`src/bvm_map.svh`:
```
// Purpose: register offsets, field positions and reset values of the battery monitor
// Assumes: 7-bit register address, 8-bit register data
// Notes:   included by the package and by the monitor modules
`ifndef BVM_MAP_SVH
`define BVM_MAP_SVH
`define BVM_ADDR_SRC_SEL      7'h11
`define BVM_ADDR_UNDER_TRIP   7'h12
`define BVM_ADDR_OVER_TRIP    7'h13
`define BVM_ADDR_HYST         7'h14
`define BVM_ADDR_BAT_UPPER    7'h15
`define BVM_ADDR_BAT_LOWER    7'h16
`define BVM_ADDR_SNS_UPPER    7'h17
`define BVM_ADDR_SNS_LOWER    7'h18
`define BVM_ADDR_SUPPLY_STAT  7'h1B
`define BVM_BIT_SRC_SEL       0
`define BVM_BIT_READ_FLAG     2
`define BVM_BIT_UNDER_STATE   4
`define BVM_BIT_OVER_STATE    5
`define BVM_RST_SRC_SEL       1'h0
`define BVM_RST_UNDER_TRIP    8'h00
`define BVM_RST_OVER_TRIP     8'hFF
`define BVM_RST_HYST          8'h00
`define BVM_RES_W             10
`define BVM_HYST_SHIFT        4
`endif

```
`src/bvm_pkg.sv`:
```
// Purpose: shared types of the battery monitor
// Assumes: bvm_map.svh gives the widths
// Notes:   types only, no constants beyond those of the header
`include "bvm_map.svh"
package bvm_pkg;
    typedef struct packed {
        logic       rd;
        logic       wr;
        logic [6:0] addr;
        logic [7:0] wdata;
    } bvm_reg_req_t;
    typedef struct packed {
        logic [`BVM_RES_W-1:0] bat;
        logic [`BVM_RES_W-1:0] sns;
    } bvm_results_t;
    typedef enum logic [1:0] {
        BVM_ST_IDLE   = 2'h1,
        BVM_ST_ACTIVE = 2'h2
    } bvm_state_t;
endpackage

```
`src/bvm_monitor.sv`:
```
// Purpose: two-channel battery voltage monitor with thresholds and hysteresis
// Assumes: register port driven by the serial interface logic on core_clk
// Notes:   results come from the converter as 10-bit codes of 20 V full scale
`include "bvm_map.svh"
`timescale 1ns/1ns
`default_nettype none
module bvm_monitor (
    input  wire logic                  core_clk,
    input  wire logic                  rst,
    input  wire logic                  normal_mode,
    input  wire bvm_pkg::bvm_results_t results,
    input  wire bvm_pkg::bvm_reg_req_t reg_req,
    input  wire logic [1:0]            shutdown_ctrl,
    output logic      [7:0]            reg_rdata,
    output logic                       under_voltage_irq,
    output logic                       over_voltage_irq,
    output logic                       load_shutdown
);
    bvm_pkg::bvm_state_t state_reg;
    bvm_pkg::bvm_state_t state_next;
    logic       event_source_select;
    logic [7:0] under_trip_code;
    logic [7:0] over_trip_code;
    logic [7:0] hyst_reg;
    logic       under_voltage_state;
    logic       over_voltage_state;
    logic       under_next;
    logic       over_next;
    logic       under_irq_reg;
    logic       over_irq_reg;
    logic [7:0] bat_up;
    logic [7:0] bat_lo;
    logic [7:0] sns_up;
    logic [7:0] sns_lo;
    wire        active = (state_reg == bvm_pkg::BVM_ST_ACTIVE);
    wire        wr = reg_req.wr;
    wire [6:0]  ad = reg_req.addr;
    wire [`BVM_RES_W-1:0] sel_val = event_source_select ? results.sns : results.bat;
    // 8-bit codes scale to 10 bits by a shift of two
    wire [11:0] u_trip = {2'h0, under_trip_code, 2'h0};
    wire [11:0] o_trip = {2'h0, over_trip_code, 2'h0};
    wire [11:0] u_off  = {4'h0, hyst_reg[3:0], 4'h0};
    wire [11:0] o_off  = {4'h0, hyst_reg[7:4], 4'h0};
    wire [11:0] u_rel  = u_trip + u_off;
    wire [11:0] o_rel  = (o_off > o_trip) ? 12'h000 : (o_trip - o_off);
    wire [11:0] val    = {2'h0, sel_val};
    wire        under_enter = !under_voltage_state && (val < u_trip);
    wire        over_enter  = !over_voltage_state && (val > o_trip);

    // mode tracker
    always_comb
    begin
        state_next = normal_mode ? bvm_pkg::BVM_ST_ACTIVE : bvm_pkg::BVM_ST_IDLE;
        case (state_reg)
            bvm_pkg::BVM_ST_IDLE:   state_next = normal_mode ? bvm_pkg::BVM_ST_ACTIVE : bvm_pkg::BVM_ST_IDLE;
            bvm_pkg::BVM_ST_ACTIVE: state_next = normal_mode ? bvm_pkg::BVM_ST_ACTIVE : bvm_pkg::BVM_ST_IDLE;
            default:                state_next = bvm_pkg::BVM_ST_IDLE;
        endcase
    end

    // hysteresis state; cleared when inactive
    always_comb
    begin
        under_next = under_voltage_state;
        over_next  = over_voltage_state;
        if (!active)
        begin
            under_next = 1'h0;
            over_next  = 1'h0;
        end
        else
        begin
            if (val < u_trip)
                under_next = 1'h1;
            else if (val > u_rel)
                under_next = 1'h0;
            if (val > o_trip)
                over_next = 1'h1;
            else if (val < o_rel)
                over_next = 1'h0;
        end
    end

    always_ff @(posedge core_clk)
    begin
        if (rst)
        begin
            state_reg           <= bvm_pkg::BVM_ST_IDLE;
            event_source_select <= `BVM_RST_SRC_SEL;
            under_trip_code     <= `BVM_RST_UNDER_TRIP;
            over_trip_code      <= `BVM_RST_OVER_TRIP;
            hyst_reg            <= `BVM_RST_HYST;
            under_voltage_state <= 1'h0;
            over_voltage_state  <= 1'h0;
            under_irq_reg       <= 1'h0;
            over_irq_reg        <= 1'h0;
        end
        else
        begin
            state_reg           <= state_next;
            under_voltage_state <= under_next;
            over_voltage_state  <= over_next;
            under_irq_reg       <= active && under_enter;
            over_irq_reg        <= active && over_enter;
            if (wr && ad == `BVM_ADDR_SRC_SEL)
                event_source_select <= reg_req.wdata[`BVM_BIT_SRC_SEL];
            if (wr && ad == `BVM_ADDR_UNDER_TRIP)
                under_trip_code <= reg_req.wdata;
            if (wr && ad == `BVM_ADDR_OVER_TRIP)
                over_trip_code <= reg_req.wdata;
            if (wr && ad == `BVM_ADDR_HYST)
                hyst_reg <= reg_req.wdata;
        end
    end

    assign under_voltage_irq = under_irq_reg;
    assign over_voltage_irq  = over_irq_reg;
    // optional load shut-off: bit0 on under, bit1 on over
    assign load_shutdown = (shutdown_ctrl[0] && under_voltage_state)
                         || (shutdown_ctrl[1] && over_voltage_state);

    wire rd = reg_req.rd;
    bvm_result_reg u_bat (
        .core_clk   (core_clk),
        .rst        (rst),
        .result     (results.bat),
        .rd_upper   (rd && ad == `BVM_ADDR_BAT_UPPER),
        .rd_lower   (rd && ad == `BVM_ADDR_BAT_LOWER),
        .upper_data (bat_up),
        .lower_data (bat_lo)
    );
    bvm_result_reg u_sns (
        .core_clk   (core_clk),
        .rst        (rst),
        .result     (results.sns),
        .rd_upper   (rd && ad == `BVM_ADDR_SNS_UPPER),
        .rd_lower   (rd && ad == `BVM_ADDR_SNS_LOWER),
        .upper_data (sns_up),
        .lower_data (sns_lo)
    );

    // read mux, unmapped reads zero
    wire [7:0] stat = {2'h0, over_voltage_state, under_voltage_state, 4'h0};
    always_comb
    begin
        if (ad == `BVM_ADDR_SRC_SEL)          reg_rdata = {7'h00, event_source_select};
        else if (ad == `BVM_ADDR_UNDER_TRIP)  reg_rdata = under_trip_code;
        else if (ad == `BVM_ADDR_OVER_TRIP)   reg_rdata = over_trip_code;
        else if (ad == `BVM_ADDR_HYST)        reg_rdata = hyst_reg;
        else if (ad == `BVM_ADDR_BAT_UPPER)   reg_rdata = bat_up;
        else if (ad == `BVM_ADDR_BAT_LOWER)   reg_rdata = bat_lo;
        else if (ad == `BVM_ADDR_SNS_UPPER)   reg_rdata = sns_up;
        else if (ad == `BVM_ADDR_SNS_LOWER)   reg_rdata = sns_lo;
        else if (ad == `BVM_ADDR_SUPPLY_STAT) reg_rdata = stat;
        else                                  reg_rdata = 8'h00;
    end

    a_idle_no_irq: assert property (@(posedge core_clk) disable iff (rst)
        !normal_mode |=> ##1 !under_voltage_irq && !over_voltage_irq)
        else $error("irq outside normal mode");
    a_under_irq_entry: assert property (@(posedge core_clk) disable iff (rst)
        under_voltage_irq |-> !$past(under_voltage_state) && under_voltage_state)
        else $error("under irq not on entry");
    a_over_irq_entry: assert property (@(posedge core_clk) disable iff (rst)
        over_voltage_irq |-> !$past(over_voltage_state) && over_voltage_state)
        else $error("over irq not on entry");
    a_over_hold_hyst: assert property (@(posedge core_clk) disable iff (rst)
        active && over_voltage_state && val >= o_rel |=> over_voltage_state)
        else $error("over released early");
    a_under_hold_hyst: assert property (@(posedge core_clk) disable iff (rst)
        active && under_voltage_state && val <= u_rel |=> under_voltage_state)
        else $error("under released early");
    a_under_trip_set: assert property (@(posedge core_clk) disable iff (rst)
        active && normal_mode && val < u_trip |=> under_voltage_state)
        else $error("under not set");
    a_over_trip_set: assert property (@(posedge core_clk) disable iff (rst)
        active && normal_mode && val > o_trip |=> over_voltage_state)
        else $error("over not set");
    a_status_bits: assert property (@(posedge core_clk) disable iff (rst)
        ad == `BVM_ADDR_SUPPLY_STAT |-> reg_rdata[5:4] == {over_voltage_state, under_voltage_state})
        else $error("status bits");
    a_under_irq_pulse: assert property (@(posedge core_clk) disable iff (rst)
        under_voltage_irq |=> !under_voltage_irq)
        else $error("under irq longer than one cycle");
    a_over_irq_pulse: assert property (@(posedge core_clk) disable iff (rst)
        over_voltage_irq |=> !over_voltage_irq)
        else $error("over irq longer than one cycle");
    a_under_irq_set: assert property (@(posedge core_clk) disable iff (rst)
        active && !under_voltage_state && val < u_trip |=> under_voltage_irq)
        else $error("under irq missing");
    a_over_irq_set: assert property (@(posedge core_clk) disable iff (rst)
        active && !over_voltage_state && val > o_trip |=> over_voltage_irq)
        else $error("over irq missing");
    a_under_release: assert property (@(posedge core_clk) disable iff (rst)
        active && under_voltage_state && val > u_rel |=> !under_voltage_state)
        else $error("under not released");
    a_over_release: assert property (@(posedge core_clk) disable iff (rst)
        active && over_voltage_state && val < o_rel |=> !over_voltage_state)
        else $error("over not released");
    a_idle_clears_state: assert property (@(posedge core_clk) disable iff (rst)
        !active |=> !under_voltage_state && !over_voltage_state)
        else $error("state kept while inactive");
    a_idle_no_shutdown: assert property (@(posedge core_clk) disable iff (rst)
        !active |=> !load_shutdown)
        else $error("shutdown while inactive");
    a_mode_enter: assert property (@(posedge core_clk) disable iff (rst)
        normal_mode |=> active)
        else $error("monitor not active in normal mode");
    a_mode_leave: assert property (@(posedge core_clk) disable iff (rst)
        !normal_mode |=> !active)
        else $error("monitor active outside normal mode");
    a_state_onehot: assert property (@(posedge core_clk) disable iff (rst)
        $onehot(state_reg))
        else $error("mode state not one-hot");
    a_select_write: assert property (@(posedge core_clk) disable iff (rst)
        wr && ad == `BVM_ADDR_SRC_SEL |=> event_source_select == $past(reg_req.wdata[`BVM_BIT_SRC_SEL]))
        else $error("source select not written");
    a_under_code_write: assert property (@(posedge core_clk) disable iff (rst)
        wr && ad == `BVM_ADDR_UNDER_TRIP |=> under_trip_code == $past(reg_req.wdata))
        else $error("under code not written");
    a_over_code_write: assert property (@(posedge core_clk) disable iff (rst)
        wr && ad == `BVM_ADDR_OVER_TRIP |=> over_trip_code == $past(reg_req.wdata))
        else $error("over code not written");
    a_hyst_write: assert property (@(posedge core_clk) disable iff (rst)
        wr && ad == `BVM_ADDR_HYST |=> hyst_reg == $past(reg_req.wdata))
        else $error("hysteresis not written");
endmodule // bvm_monitor
`default_nettype wire

```
`src/bvm_result_reg.sv`:
```
// Purpose: one channel's split result with its upper-read flag
// Assumes: result input comes from logic on core_clk
// Notes:   result is frozen from upper read until lower read
`include "bvm_map.svh"
`timescale 1ns/1ns
`default_nettype none
module bvm_result_reg (
    input  wire logic                  core_clk,
    input  wire logic                  rst,
    input  wire logic [`BVM_RES_W-1:0] result,
    input  wire logic                  rd_upper,
    input  wire logic                  rd_lower,
    output logic      [7:0]            upper_data,
    output logic      [7:0]            lower_data
);
    logic [`BVM_RES_W-1:0] hold_reg;
    logic                  flag_reg;
    logic                  flag_next;
    logic                  hold_load;
    // flag set on upper read, cleared by lower read; set wins
    assign flag_next = rd_upper ? 1'h1 : (rd_lower ? 1'h0 : flag_reg);
    // an upper read freezes the value it showed, so the lower read pairs with it
    assign hold_load = (!flag_reg && !rd_upper) || rd_lower;
    always_ff @(posedge core_clk)
    begin
        if (rst)
        begin
            hold_reg <= '0;
            flag_reg <= 1'h0;
        end
        else
        begin
            if (hold_load)
                hold_reg <= result;
            flag_reg <= flag_next;
        end
    end
    assign upper_data = hold_reg[9:2];
    assign lower_data = {5'h00, flag_reg, hold_reg[1:0]};
    a_flag_set_read: assert property (@(posedge core_clk) disable iff (rst)
        rd_upper |=> flag_reg)
        else $error("read flag not set after upper read");
    a_flag_clear_read: assert property (@(posedge core_clk) disable iff (rst)
        rd_lower && !rd_upper |=> !flag_reg)
        else $error("read flag not cleared after lower read");
    a_hold_frozen: assert property (@(posedge core_clk) disable iff (rst)
        rd_upper || (flag_reg && !rd_lower) |=> $stable(hold_reg))
        else $error("result changed between upper and lower read");
endmodule // bvm_result_reg
`default_nettype wire
```
`config.mk`:
```
export PLATFORM = sky130hd
export DESIGN_NAME = bvm_monitor
export DESIGN_NICKNAME = d
export VERILOG_FILES = /design/src/bvm_pkg.sv /design/src/bvm_monitor.sv /design/src/bvm_result_reg.sv
export VERILOG_INCLUDE_DIRS = /design/src
export SDC_FILE = /design/constraint.sdc
export NUM_CORES = 1
export LEC_CHECK = 0
export BUFFER_PORTS_ARGS = -buffer_cell sky130_fd_sc_hd__clkbuf_2
export CAP_MARGIN = 20
export CORE_ASPECT_RATIO = 1.4
export CORE_MARGIN = 2
export CORE_UTILIZATION = 58
export DETAILED_ROUTE_END_ITERATION = 8
export PLACE_DENSITY = 0.78
export SLEW_MARGIN = 20
export SYNTH_ARGS = -nofsm -noshare
export SYNTH_HDL_FRONTEND = slang
export SYNTH_SLANG_ARGS = --single-unit
```
`constraint.sdc`:
```
create_clock -name core_clk -period 3.2 [get_ports core_clk]
set_clock_uncertainty 0.1 [all_clocks]
set_input_delay 0.48 -clock core_clk [delete_from_list [all_inputs] [get_ports core_clk]]
set_output_delay 0.48 -clock core_clk [all_outputs]
set_load 0.02 [all_outputs]
```
== Word level (Yosys, flattened, before mapping) ==
Index checks and enable logic that the tools add are counted.
Word-level totals
  flip-flop bits (word level): 53
  bits of input ports: 42
  output and inout bits: 11
  word-level logic and storage cells: 85
Operators by class
  $add $sub $neg: 2
  order comparisons: 5
  eq/ne operators: 11
  mux-type cells: 20
  bitwise gates (word level): 2
  reductions and logical operators: 32
Operator list (count)
  7-bit by 5-bit == test with 1-bit output, second input constant: 9
  8-bit 2-to-1 mux: 7
  1-bit logical AND: 16
  10-bit by 12-bit < comparator with 1-bit output: 1
  12-bit 2-to-1 mux: 1
  6-bit 2-to-1 mux: 2
  10-bit by 8-bit adder with 11-bit output: 1
  10-bit by 11-bit greater-than comparator with 1-bit output: 1
  10-bit by 8-bit subtractor with 11-bit output: 1
  10-bit greater-than comparator: 1
  8-bit by 10-bit greater-than comparator with 1-bit output: 1
  10-bit < comparator: 1
  10-bit 2-to-1 mux: 1
  1-bit 2-to-1 mux: 8
  2-bit nonzero test: 4
  1-bit zero test: 6
  2-bit OR reduction: 3
  1-bit logical OR: 3
  2-bit by 1-bit == test with 1-bit output, second input constant: 1
  2-bit == test, second input constant: 1
  2-bit 2-to-1 mux: 1
  1-bit NOT: 2

== Logic depth before layout (Yosys ltp) ==
Gate-level depths: netlist (run 1).
  word-level depth: 10
  mapped depth: 13
  gate-level depth less buffers: 13

== Hierarchy ==
From an unflattened synthesis (run 1), not the netlist that was laid out.
Second synthesis, totals
  cells, all modules: 479
  area, all modules: 4078.9 sq um
By module, submodules not included
  bvm_monitor: instances 1, cells each 369, area an instance 3000.4 sq um, sequential area each 620.6 sq um
  bvm_result_reg: instances 2, cells each 55, area an instance 539.3 sq um, sequential area each 220.2 sq um

== Least setup slack after synthesis (run 1) ==
No wires, ideal clock.
  kind: in2out
  start point: input port reg_req[13] (netlist bit)
  end point: output port reg_rdata[1]
  arrival: 2.204 ns
  data required time: 2.620 ns
  path slack: 0.416 ns
  stages on the path: 8
  buffers on the path: 3
  path through: or3b_1 buf_6 nor3_1 buf_2 and2_1 buf_2 a22oi_1 o21ai_0
Between the ends
  word-level cells in the longest chain between the ends: 9
  elaborated cells between the ends (all ways): 16
  those cells by class: eq/ne: 8; mux: 8
RTL lines
  start, declared: RTL line bvm_monitor.sv:12  | input wire bvm_pkg::bvm_reg_req_t reg_req,
  7-bit by 5-bit == test with 1-bit output (no line)
  6-bit 2-to-1 mux: RTL line bvm_monitor.sv:153  | else if (ad == `BVM_ADDR_SNS_LOWER) reg_rdata = sns_lo;
  8-bit 2-to-1 mux: RTL line bvm_monitor.sv:152  | else if (ad == `BVM_ADDR_SNS_UPPER) reg_rdata = sns_up;
  8-bit 2-to-1 mux: RTL line bvm_monitor.sv:151  | else if (ad == `BVM_ADDR_BAT_LOWER) reg_rdata = bat_lo;
  8-bit 2-to-1 mux: RTL line bvm_monitor.sv:150  | else if (ad == `BVM_ADDR_BAT_UPPER) reg_rdata = bat_up;
  8-bit 2-to-1 mux: RTL line bvm_monitor.sv:149  | else if (ad == `BVM_ADDR_HYST) reg_rdata = hyst_reg;
  8-bit 2-to-1 mux: RTL line bvm_monitor.sv:148  | else if (ad == `BVM_ADDR_OVER_TRIP) reg_rdata = over_trip_code;
  8-bit 2-to-1 mux: RTL line bvm_monitor.sv:147  | else if (ad == `BVM_ADDR_UNDER_TRIP) reg_rdata = under_trip_code;
  8-bit 2-to-1 mux (*): RTL line bvm_monitor.sv:146  | if (ad == `BVM_ADDR_SRC_SEL) reg_rdata = {7'h00, event_source_select};
  end, declared: RTL line bvm_monitor.sv:14  | output logic [7:0] reg_rdata,
Every way passes the cells marked *; elsewhere a longest branch is shown, timed or not.

== Worst setup path in the final report (run 1) ==
  start point: input port reg_req[13] (netlist bit)
  end point: output port reg_rdata[4]
Between the ends
  word-level cells in the longest chain between the ends: 10
  elaborated cells between the ends (all ways): 18
  those cells by class: eq/ne: 9; mux: 9
RTL lines
  7-bit by 5-bit == test with 1-bit output (no line)
  6-bit 2-to-1 mux: RTL line bvm_monitor.sv:154  | else if (ad == `BVM_ADDR_SUPPLY_STAT) reg_rdata = stat;
  6-bit 2-to-1 mux: RTL line bvm_monitor.sv:153
  8-bit 2-to-1 mux: RTL line bvm_monitor.sv:152
  8-bit 2-to-1 mux: RTL line bvm_monitor.sv:151
  8-bit 2-to-1 mux: RTL line bvm_monitor.sv:150
  8-bit 2-to-1 mux: RTL line bvm_monitor.sv:149
  8-bit 2-to-1 mux: RTL line bvm_monitor.sv:148
  8-bit 2-to-1 mux: RTL line bvm_monitor.sv:147
  8-bit 2-to-1 mux (*): RTL line bvm_monitor.sv:146
Marks and branches as above.

==> results of run 1 <==
## Yosys cell counts (2+ instances only)
library cell / instances
sky130_fd_sc_hd__nand4b_1: 2
sky130_fd_sc_hd__dfxtp_1: 53
sky130_fd_sc_hd__and3_1: 4
sky130_fd_sc_hd__a22o_1: 6
sky130_fd_sc_hd__ha_1: 38
sky130_fd_sc_hd__buf_1: 2
sky130_fd_sc_hd__or2_2: 2
sky130_fd_sc_hd__nor2b_1: 7
sky130_fd_sc_hd__a211oi_1: 3
sky130_fd_sc_hd__a31oi_1: 4
sky130_fd_sc_hd__a21o_1: 5
sky130_fd_sc_hd__nand4_1: 3
sky130_fd_sc_hd__nor3_1: 2
sky130_fd_sc_hd__nor4_1: 2
sky130_fd_sc_hd__nor2_1: 53
sky130_fd_sc_hd__o21ai_0: 14
sky130_fd_sc_hd__o211ai_1: 13
sky130_fd_sc_hd__o31a_1: 2
sky130_fd_sc_hd__and2_1: 4
sky130_fd_sc_hd__a21oi_1: 22
sky130_fd_sc_hd__clkbuf_1: 8
sky130_fd_sc_hd__inv_1: 25
sky130_fd_sc_hd__nand2b_1: 5
sky130_fd_sc_hd__xnor2_1: 5
sky130_fd_sc_hd__mux2i_1: 41
sky130_fd_sc_hd__a22oi_1: 5
sky130_fd_sc_hd__buf_2: 4
sky130_fd_sc_hd__buf_6: 3
sky130_fd_sc_hd__o21a_1: 5
sky130_fd_sc_hd__o31ai_1: 2
sky130_fd_sc_hd__o2bb2ai_1: 2
sky130_fd_sc_hd__nand3_2: 2
sky130_fd_sc_hd__fa_1: 2
sky130_fd_sc_hd__nand2_1: 18
sky130_fd_sc_hd__a32o_1: 3
sky130_fd_sc_hd__nand3_1: 4
sky130_fd_sc_hd__mux2_2: 9
## power breakdown
part	internal (W)	leakage [nW]	switching, W	total, W
clock network	0.000235	0.0554	0.000236	0.000471
logic	0.0000684	1.46	0.0000975	0.000166
registers	0.000676	0.433	0.0000101	0.000686
## logic make-up (layout without fill, tap and decap cells)
group | count (synthesis) | after routing | synth area share
mux | 50 | 50 | 0.145
flops | 53 | 53 | 0.300
compound gates | 96 | 96 | 0.187
fa+ha+maj | 40 | 40 | 0.146
xor+xnor | 6 | 6 | 0.0149
simple gates | 112 | 112 | 0.152
buf+inv | 44 | 91 | 0.0556
## per-layer routing
metal	global-route usage	wire length (um)	vias to the layer above
met5	0	0	-
met4	0.144	370	0
met3	0.0387	467	28
met2	0.506	4630	112
met1	0.336	3790	1533
li1	-	-	1545
## worst max path at each step
| stage | from | end | slack, ps |
|---|---|---|---|
| after global placement | reg_req[13] | reg_rdata[4] | 310 |
| final | reg_req[13] | reg_rdata[4] | 250 |
| after CTS | reg_req[13] | reg_rdata[4] | 260 |
| after floorplan | reg_req[13] | reg_rdata[1] | 420 |
| after detailed placement | reg_req[13] | reg_rdata[4] | 260 |
| after global routing | reg_req[13] | reg_rdata[4] | 160 |
## worst max-delay path, stage by stage
cell	delay, ps
sky130_fd_sc_hd__clkbuf_2	80
sky130_fd_sc_hd__or3b_1	490
sky130_fd_sc_hd__or2_2	350
sky130_fd_sc_hd__nor2_1	380
sky130_fd_sc_hd__a221oi_1	170
sky130_fd_sc_hd__o21ai_0	220
sky130_fd_sc_hd__clkbuf_2	210
## per-stage QoR
step / cells / total power (W) / utilization
final: 518 / 0.00132 / 0.671
after detailed placement: 510 / 0.000866 / 0.652
after global placement: 510 / 0.000861 / 0.652
after CTS: 518 / 0.00132 / 0.671
after global routing: 518 / 0.00137 / 0.671
after floorplan: 401 / 0.000799 / -
## final cells by class
| cell class | count | area [um2] |
|---|---|---|
| clock buffers | 6 | 72.6 |
| fillers | 519 | 1930 |
| flip-flops and latches | 53 | 1060 |
| repair buffers | 57 | 298 |
| well taps | 70 | 87.6 |
| multi-input cells | 304 | 2280 |
| inverters | 26 | 97.6 |
| clock inverters | 2 | 38.8 |
==> impl_summary.txt, run 1 <==
----------------------------------------------------
[Cells and area]
  Proportion of layout cells with a drive suffix above 1 ... 0.174
  Most used cells in the layout excluding fill and tap cells ... sky130_fd_sc_hd__nor2_1, sky130_fd_sc_hd__dfxtp_1, sky130_fd_sc_hd__clkbuf_2, sky130_fd_sc_hd__mux2i_1, sky130_fd_sc_hd__ha_1
  Signed area change from the synthesized netlist to the final layout ... 11.3%
  Summed area of non-filler cells in the final layout ... between 3000 and 4000 um2
  Final Net Count ... ~530
  Diode count ... 0

[Clock tree]
  Clk slew on worst S/H paths ... around 100 ps
  Setup fix buffers added after clock tree synthesis ... 0
  Clk root buf ... sky130_fd_sc_hd__clkbuf_8
  Clk_lat worst skew ... 320 ps
  Count of clock tree sinks ... 53
  Number of buffers inserted during clock tree synthesis ... 5
  Clock Tree Buf Depth ... 2
  H-tree levels ... 2
  Hold Buf Count CTS ... 0
  CTS tree ... built
  Number of gates resized after cts ... 0

[Worst setup path]
  Worst Setup Start Kind ... input pin
  Nature of the critical path endpoint ... output port
  Data required time of the worst path ... 2620 ps
  Arrival @ worst endpoint ... around 2400 ps
  RR Endpoint ... under_voltage_state$_SDFFE_PP0P_
  Worst r2r src ... under_trip_code[3]$_SDFFE_PP0P_
  Setup slack on the worst flop-to-flop path ... 490 ps
  Biggest fanout along the worst timing path ... 9
  Register-to-Register Path Depth ... 11
  Critical setup path kind ... input pin to output port

[Drt]
  Via density per instance ... 6.21
  Number of DRC markers after the initial detailed-route iteration ... 211
  Aggregate routed wire length ... ~9 mm
  Routed wirelength normalized by instance count ... 17.9 um
  Post-route DRC violation count ... 0
  Detail Route Antenna Nets ... 0
  Vias after detailed routing ... between 3000 and 4000
  1st-pass router iterations ... 5

[STA]
  Minimum clock period ... 2950 ps
  Final hold violation count ... 0
  Max-slew headroom ... 0.580
  Unrepaired setup endpoints after global routing ... false
  Post-Route Setup TNS ... 0 ps
  Setup slack after layout ... approximately 250 ps
  Max-slew violation total from the final report ... 0
  Post-route fraction of the period consumed by the critical path ... 0.921
  Slew at the pin with the worst max-slew slack ... 630 ps
  Final hold slack ... ~290 ps
  Top achievable clock speed ... between 300 and 400 MHz
  Final setup violation count ... 0

[Status]
  Status ... completed

[Floorplanning]
  FP Rows ... 33
  Height of the chip ... 96.4 um
  Initial standard-cell utilization of the core ... 0.603
  Floorplan core area ... between 5000 and 6000 um2
  Die area ... about 6700 um2
  Top-Level Pins ... 53
  Horizontal die dimension ... 70.0 um

[Min path]
  Hold worst-path end ... state_reg[1]$_SDFF_PP0_
  Hold Startpoint ... normal_mode
  Worst hold path depth ... 2
  Type of the worst min-delay path ... input pin to flip-flop

[Logic synthesis]
  Count of yosys warnings during synthesis ... 0
  Share of synthesized registers carrying an async set or reset ... 0
  Fraction of the yosys area taken by sequential cells ... 0.300
  Unique masters post-synth ... 54
  Fraction of post-synthesis cell area in the top cell type by area ... 0.300
  Synth area leaders ... sky130_fd_sc_hd__dfxtp_1, sky130_fd_sc_hd__ha_1, sky130_fd_sc_hd__mux2i_1
  Synth Instances ... between 400 and 500
  Average size of a mapped cell ... about 8.8 um2
  Largest area contributor in the netlist ... sky130_fd_sc_hd__dfxtp_1
  Most used flip-flop cell after synthesis ... sky130_fd_sc_hd__dfxtp_1
  Synth Cell Area ... 3530 um2
  Number of flip-flops and latches in the synthesized netlist ... 53
  Synth Net Count ... slightly below 500
  EDFF count, synth ... 0

[GRT]
  Wire length of the first global-routing pass ... ~15 mm
  Total Routing Usage GR ... 0.285
  Pin count of the biggest net entering global routing ... 39
  Vias in the first global route ... between 3000 and 4000
  Total grt overflow ... 0
  Antenna violations before repair ... 0

[Place]
  Placed inst area ... roughly 3800 um2
  Global placer's final weighted congestion ... approximately 0.90
  Number of port buffers ... 52
  Post-placement worst setup slack ... roughly 260 ps
  Placed wire-length estimate ... between 7 and 8 mm

[Pwr]
  Power density normalized to cell area ... 337 nW/um2
  Leakage power ... 1.95 nW
  Worst supply voltage drop on vdd ... between 0.2 and 0.25 mV

[Run]
  Max-cap violations ... 0

----------------------------------------------------
Note: power is estimated with default switching activity, not from simulation.
==> run 2: changes to the inputs <==
- CORE_UTILIZATION: 58 -> 40
- PLACE_DENSITY: 0.78 -> 0.56
==> run 2 against run 1 <==
Compared with the run above: critical path depth rose by 1; die area is 43% higher; flip-flop and latch count stayed put; final cell count grew 7.5%; design area rose by 3.3%; routed wire length grew 8.0%; first-iteration DRC count shrank 24%; critical path type unchanged.
==> impl_summary.txt, run 2 (same netlist as run 1, synthesis figures left out) <==
----------------------------------------------------
[Status]
  Status ... completed

[Clock tree]
  CTS tree ... built
  Clk root buf ... sky130_fd_sc_hd__clkbuf_16
  Hold Buf Count CTS ... 0 (unchanged)
  Number of buffers inserted during clock tree synthesis ... 5 (unchanged)
  Number of gates resized after cts ... 0 (unchanged)
  Setup fix buffers added after clock tree synthesis ... 0 (unchanged)
  Clock Tree Buf Depth ... 2 (unchanged)
  Count of clock tree sinks ... 53 (unchanged)
  Clk_lat worst skew ... 290 ps (-30 ps)
  Clk slew on worst S/H paths ... 60 ps (-40 ps)
  H-tree levels ... 2 (unchanged)

[Place]
  Placed wire-length estimate ... 8.05 mm (+12%)
  Global placer's final weighted congestion ... 0.856 (-5.2%)
  Number of port buffers ... 52 (unchanged)
  Post-placement worst setup slack ... 351 ps (+94.3 ps)

[Pwr]
  Net Sw Power ... 0.000349 W (+1.7%)
  Combinational share of power ... 0.116 (-0.009)
  Sequential Power Share ... 0.470 (-0.048)
  Leakage power ... 2.00 nW (+2.6%)
  Sw frac ... 0.239 (-0.0201)
  Worst supply voltage drop on vdd ... 0.198 mV (-8.3%)
  Power density normalized to cell area ... 359 nW/um2 (+6.7%)
  Clk network pwr share ... 0.414 (+0.058)
  Internal cell power ... 0.00111 W (+13%)

[Floorplanning]
  Horizontal die dimension ... 83.4 um (+19%)
  Top-Level Pins ... 53 (unchanged)
  Floorplan core area ... 8610 um2 (+47%)
  Die area ... 9610 um2 (+43%)
  Height of the chip ... 115 um (+20%)
  FP Rows ... 40 (+21%)
  Initial standard-cell utilization of the core ... 0.410 (-0.192)

[Worst setup path]
  Stage delay of the slowest cell on the critical path ... 490 ps (about the same)
  Worst Setup Start Kind ... input pin
  Cells along the critical path ... clkbuf_2 > or3b_1 > or2_2 > nor2_1 > buf_4 > a22oi_1 > a22oi_1 > clkbuf_2
  Data required time of the worst path ... 2620 ps (about the same)
  Critical setup path kind ... input pin to output port
  Critical path buffers and inverters ... 3 (+1)
  Arrival @ worst endpoint ... 2270 ps (-100 ps)
  Top cell family by delay on the critical path ... simple AND/OR/NAND/NOR gates
  Biggest fanout along the worst timing path ... 9 (unchanged)
  Nature of the critical path endpoint ... output port
  Critical Path Slowest Stage Cell ... sky130_fd_sc_hd__or3b_1

[GRT]
  Total Routing Usage GR ... 0.214 (-0.0712)
  Wire length of the first global-routing pass ... 16.0 mm (+6.1%)
  Pin count of the biggest net entering global routing ... 39 (unchanged)
  Antenna violations before repair ... 0 (unchanged)
  Vias in the first global route ... 3119 (-2.0%)
  Total grt overflow ... 0 (unchanged)

[STA]
  Max-slew headroom ... 0.613 (+0.0334)
  Top achievable clock speed ... 351 MHz (+3.3%)
  Post-Route Setup TNS ... 0 ps (unchanged)
  Slew at the pin with the worst max-slew slack ... 579 ps (-50.1 ps)
  Max-slew violation total from the final report ... 0 (unchanged)
  Setup slack after layout ... 347 ps (+94.0 ps)
  Final hold slack ... 315 ps (+28.6 ps)
  Minimum clock period ... 2850 ps (-94.0 ps)
  Post-route fraction of the period consumed by the critical path ... 0.891 (-0.0294)
  Final setup violation count ... 0 (unchanged)
  Final hold violation count ... 0 (unchanged)
  Unrepaired setup endpoints after global routing ... false

[Cells and area]
  Proportion of layout cells with a drive suffix above 1 ... 0.184 (+0.00952)
  Diode count ... 0 (unchanged)
  Most used cells in the layout excluding fill and tap cells ... sky130_fd_sc_hd__nor2_1, sky130_fd_sc_hd__dfxtp_1, sky130_fd_sc_hd__clkbuf_2, sky130_fd_sc_hd__mux2i_1, sky130_fd_sc_hd__ha_1
  Signed area change from the synthesized netlist to the final layout ... 14.9%
  FILL cells ... 872 (+68%)
  Final Net Count ... 534 (+0.95%)

[Drt]
  Via density per instance ... 5.47 (-12%)
  Vias after detailed routing ... 3048 (-5.3%)
  Aggregate routed wire length ... 9.99 mm (+8.0%)
  1st-pass router iterations ... 4 (-1)
  Detail Route Antenna Nets ... 0 (unchanged)
  Routed wirelength normalized by instance count ... 17.9 um (+0.42%)
  Number of DRC markers after the initial detailed-route iteration ... 160 (-24%)
  Post-route DRC violation count ... 0 (unchanged)

[Min path]
  Type of the worst min-delay path ... input pin to flip-flop

[Run]
  Max-cap violations ... 0 (unchanged)

----------------------------------------------------
==> run 2: changes by cell type in the layout (fill, tap and decap cells not counted), sizes merged <==
cell | previous run | this run
buf | 5 | 10
clkbuf | 58 | 57
==> run 2: final cells by class <==
cell class,instances,area [um2],area share
well taps,105,131,0.0323
repair buffers,62,335,0.0826
multi-input cells,304,2280,0.560
flip-flops and latches,53,1060,0.261
inverters,26,97.6,0.0240
clock buffers,5,125,0.0308
clock inverters,2,35.0,0.00863
==> run 2: power groups by stage <==
stage | sequential [W] | combinational [W] | clock [W]
after floorplan | 0.000697 | 0.000102 | 0
after global placement | 0.000701 | 0.000168 | 0
after detailed placement | 0.000701 | 0.000170 | 0
after CTS | 0.000686 | 0.000171 | 0.000615
after global routing | 0.000687 | 0.000191 | 0.000636
final | 0.000686 | 0.000169 | 0.000603
==> run 2: worst paths after layout <==
check                                 startpoint                              end  slack, ps  depth (start not counted)
hold reg to reg   u_bat.hold_reg[2]$_SDFFE_PP0P_   u_bat.hold_reg[2]$_SDFFE_PP0P_        400                          2
setup / recovery                     reg_req[13]                     reg_rdata[0]        350                          8
hold / removal                       normal_mode          state_reg[1]$_SDFF_PP0_        320                          2
setup reg to reg        hyst_reg[5]$_SDFFE_PP0P_  over_voltage_state$_SDFFE_PP0P_        470                         11
==> run 2: through the flow <==
| step | instance area (um2) | cells | power, W | util |
|---|---|---|---|---|
| 5_1_grt | 4060 | 557 | 0.00151 | 0.472 |
| 3_5_place_dp | 3900 | 550 | 0.000871 | 0.453 |
| 3_3_place_gp | 3900 | 550 | 0.000869 | 0.453 |
| 2_1_floorplan | 3530 | 401 | 0.000799 | - |
| 6_report | 4060 | 557 | 0.00146 | 0.472 |
| 4_1_cts | 4060 | 557 | 0.00147 | 0.472 |
==> run 2: worst register-to-register path: stages (launching register included) <==
cell,delay (ps)
sky130_fd_sc_hd__dfxtp_1,460
sky130_fd_sc_hd__inv_1,80
sky130_fd_sc_hd__ha_1,270
sky130_fd_sc_hd__nor2b_1,140
sky130_fd_sc_hd__o31a_1,290
sky130_fd_sc_hd__or2_2,360
sky130_fd_sc_hd__nand2b_1,90
sky130_fd_sc_hd__ha_1,240
sky130_fd_sc_hd__a211oi_1,220
sky130_fd_sc_hd__o21ai_0,120
sky130_fd_sc_hd__a21oi_1,120
sky130_fd_sc_hd__o21ai_0,100
==> run 2: layer usage <==
layer	vias to the layer above	share of wire	wire length [um]	GRT usage
li1	1547	-	-	-
met1	1410	0.42	4170	0.253
met2	75	0.52	5210	0.399
met3	16	0.040	399	0.0280
met4	0	0.022	221	0.0699
met5	-	0	0	0
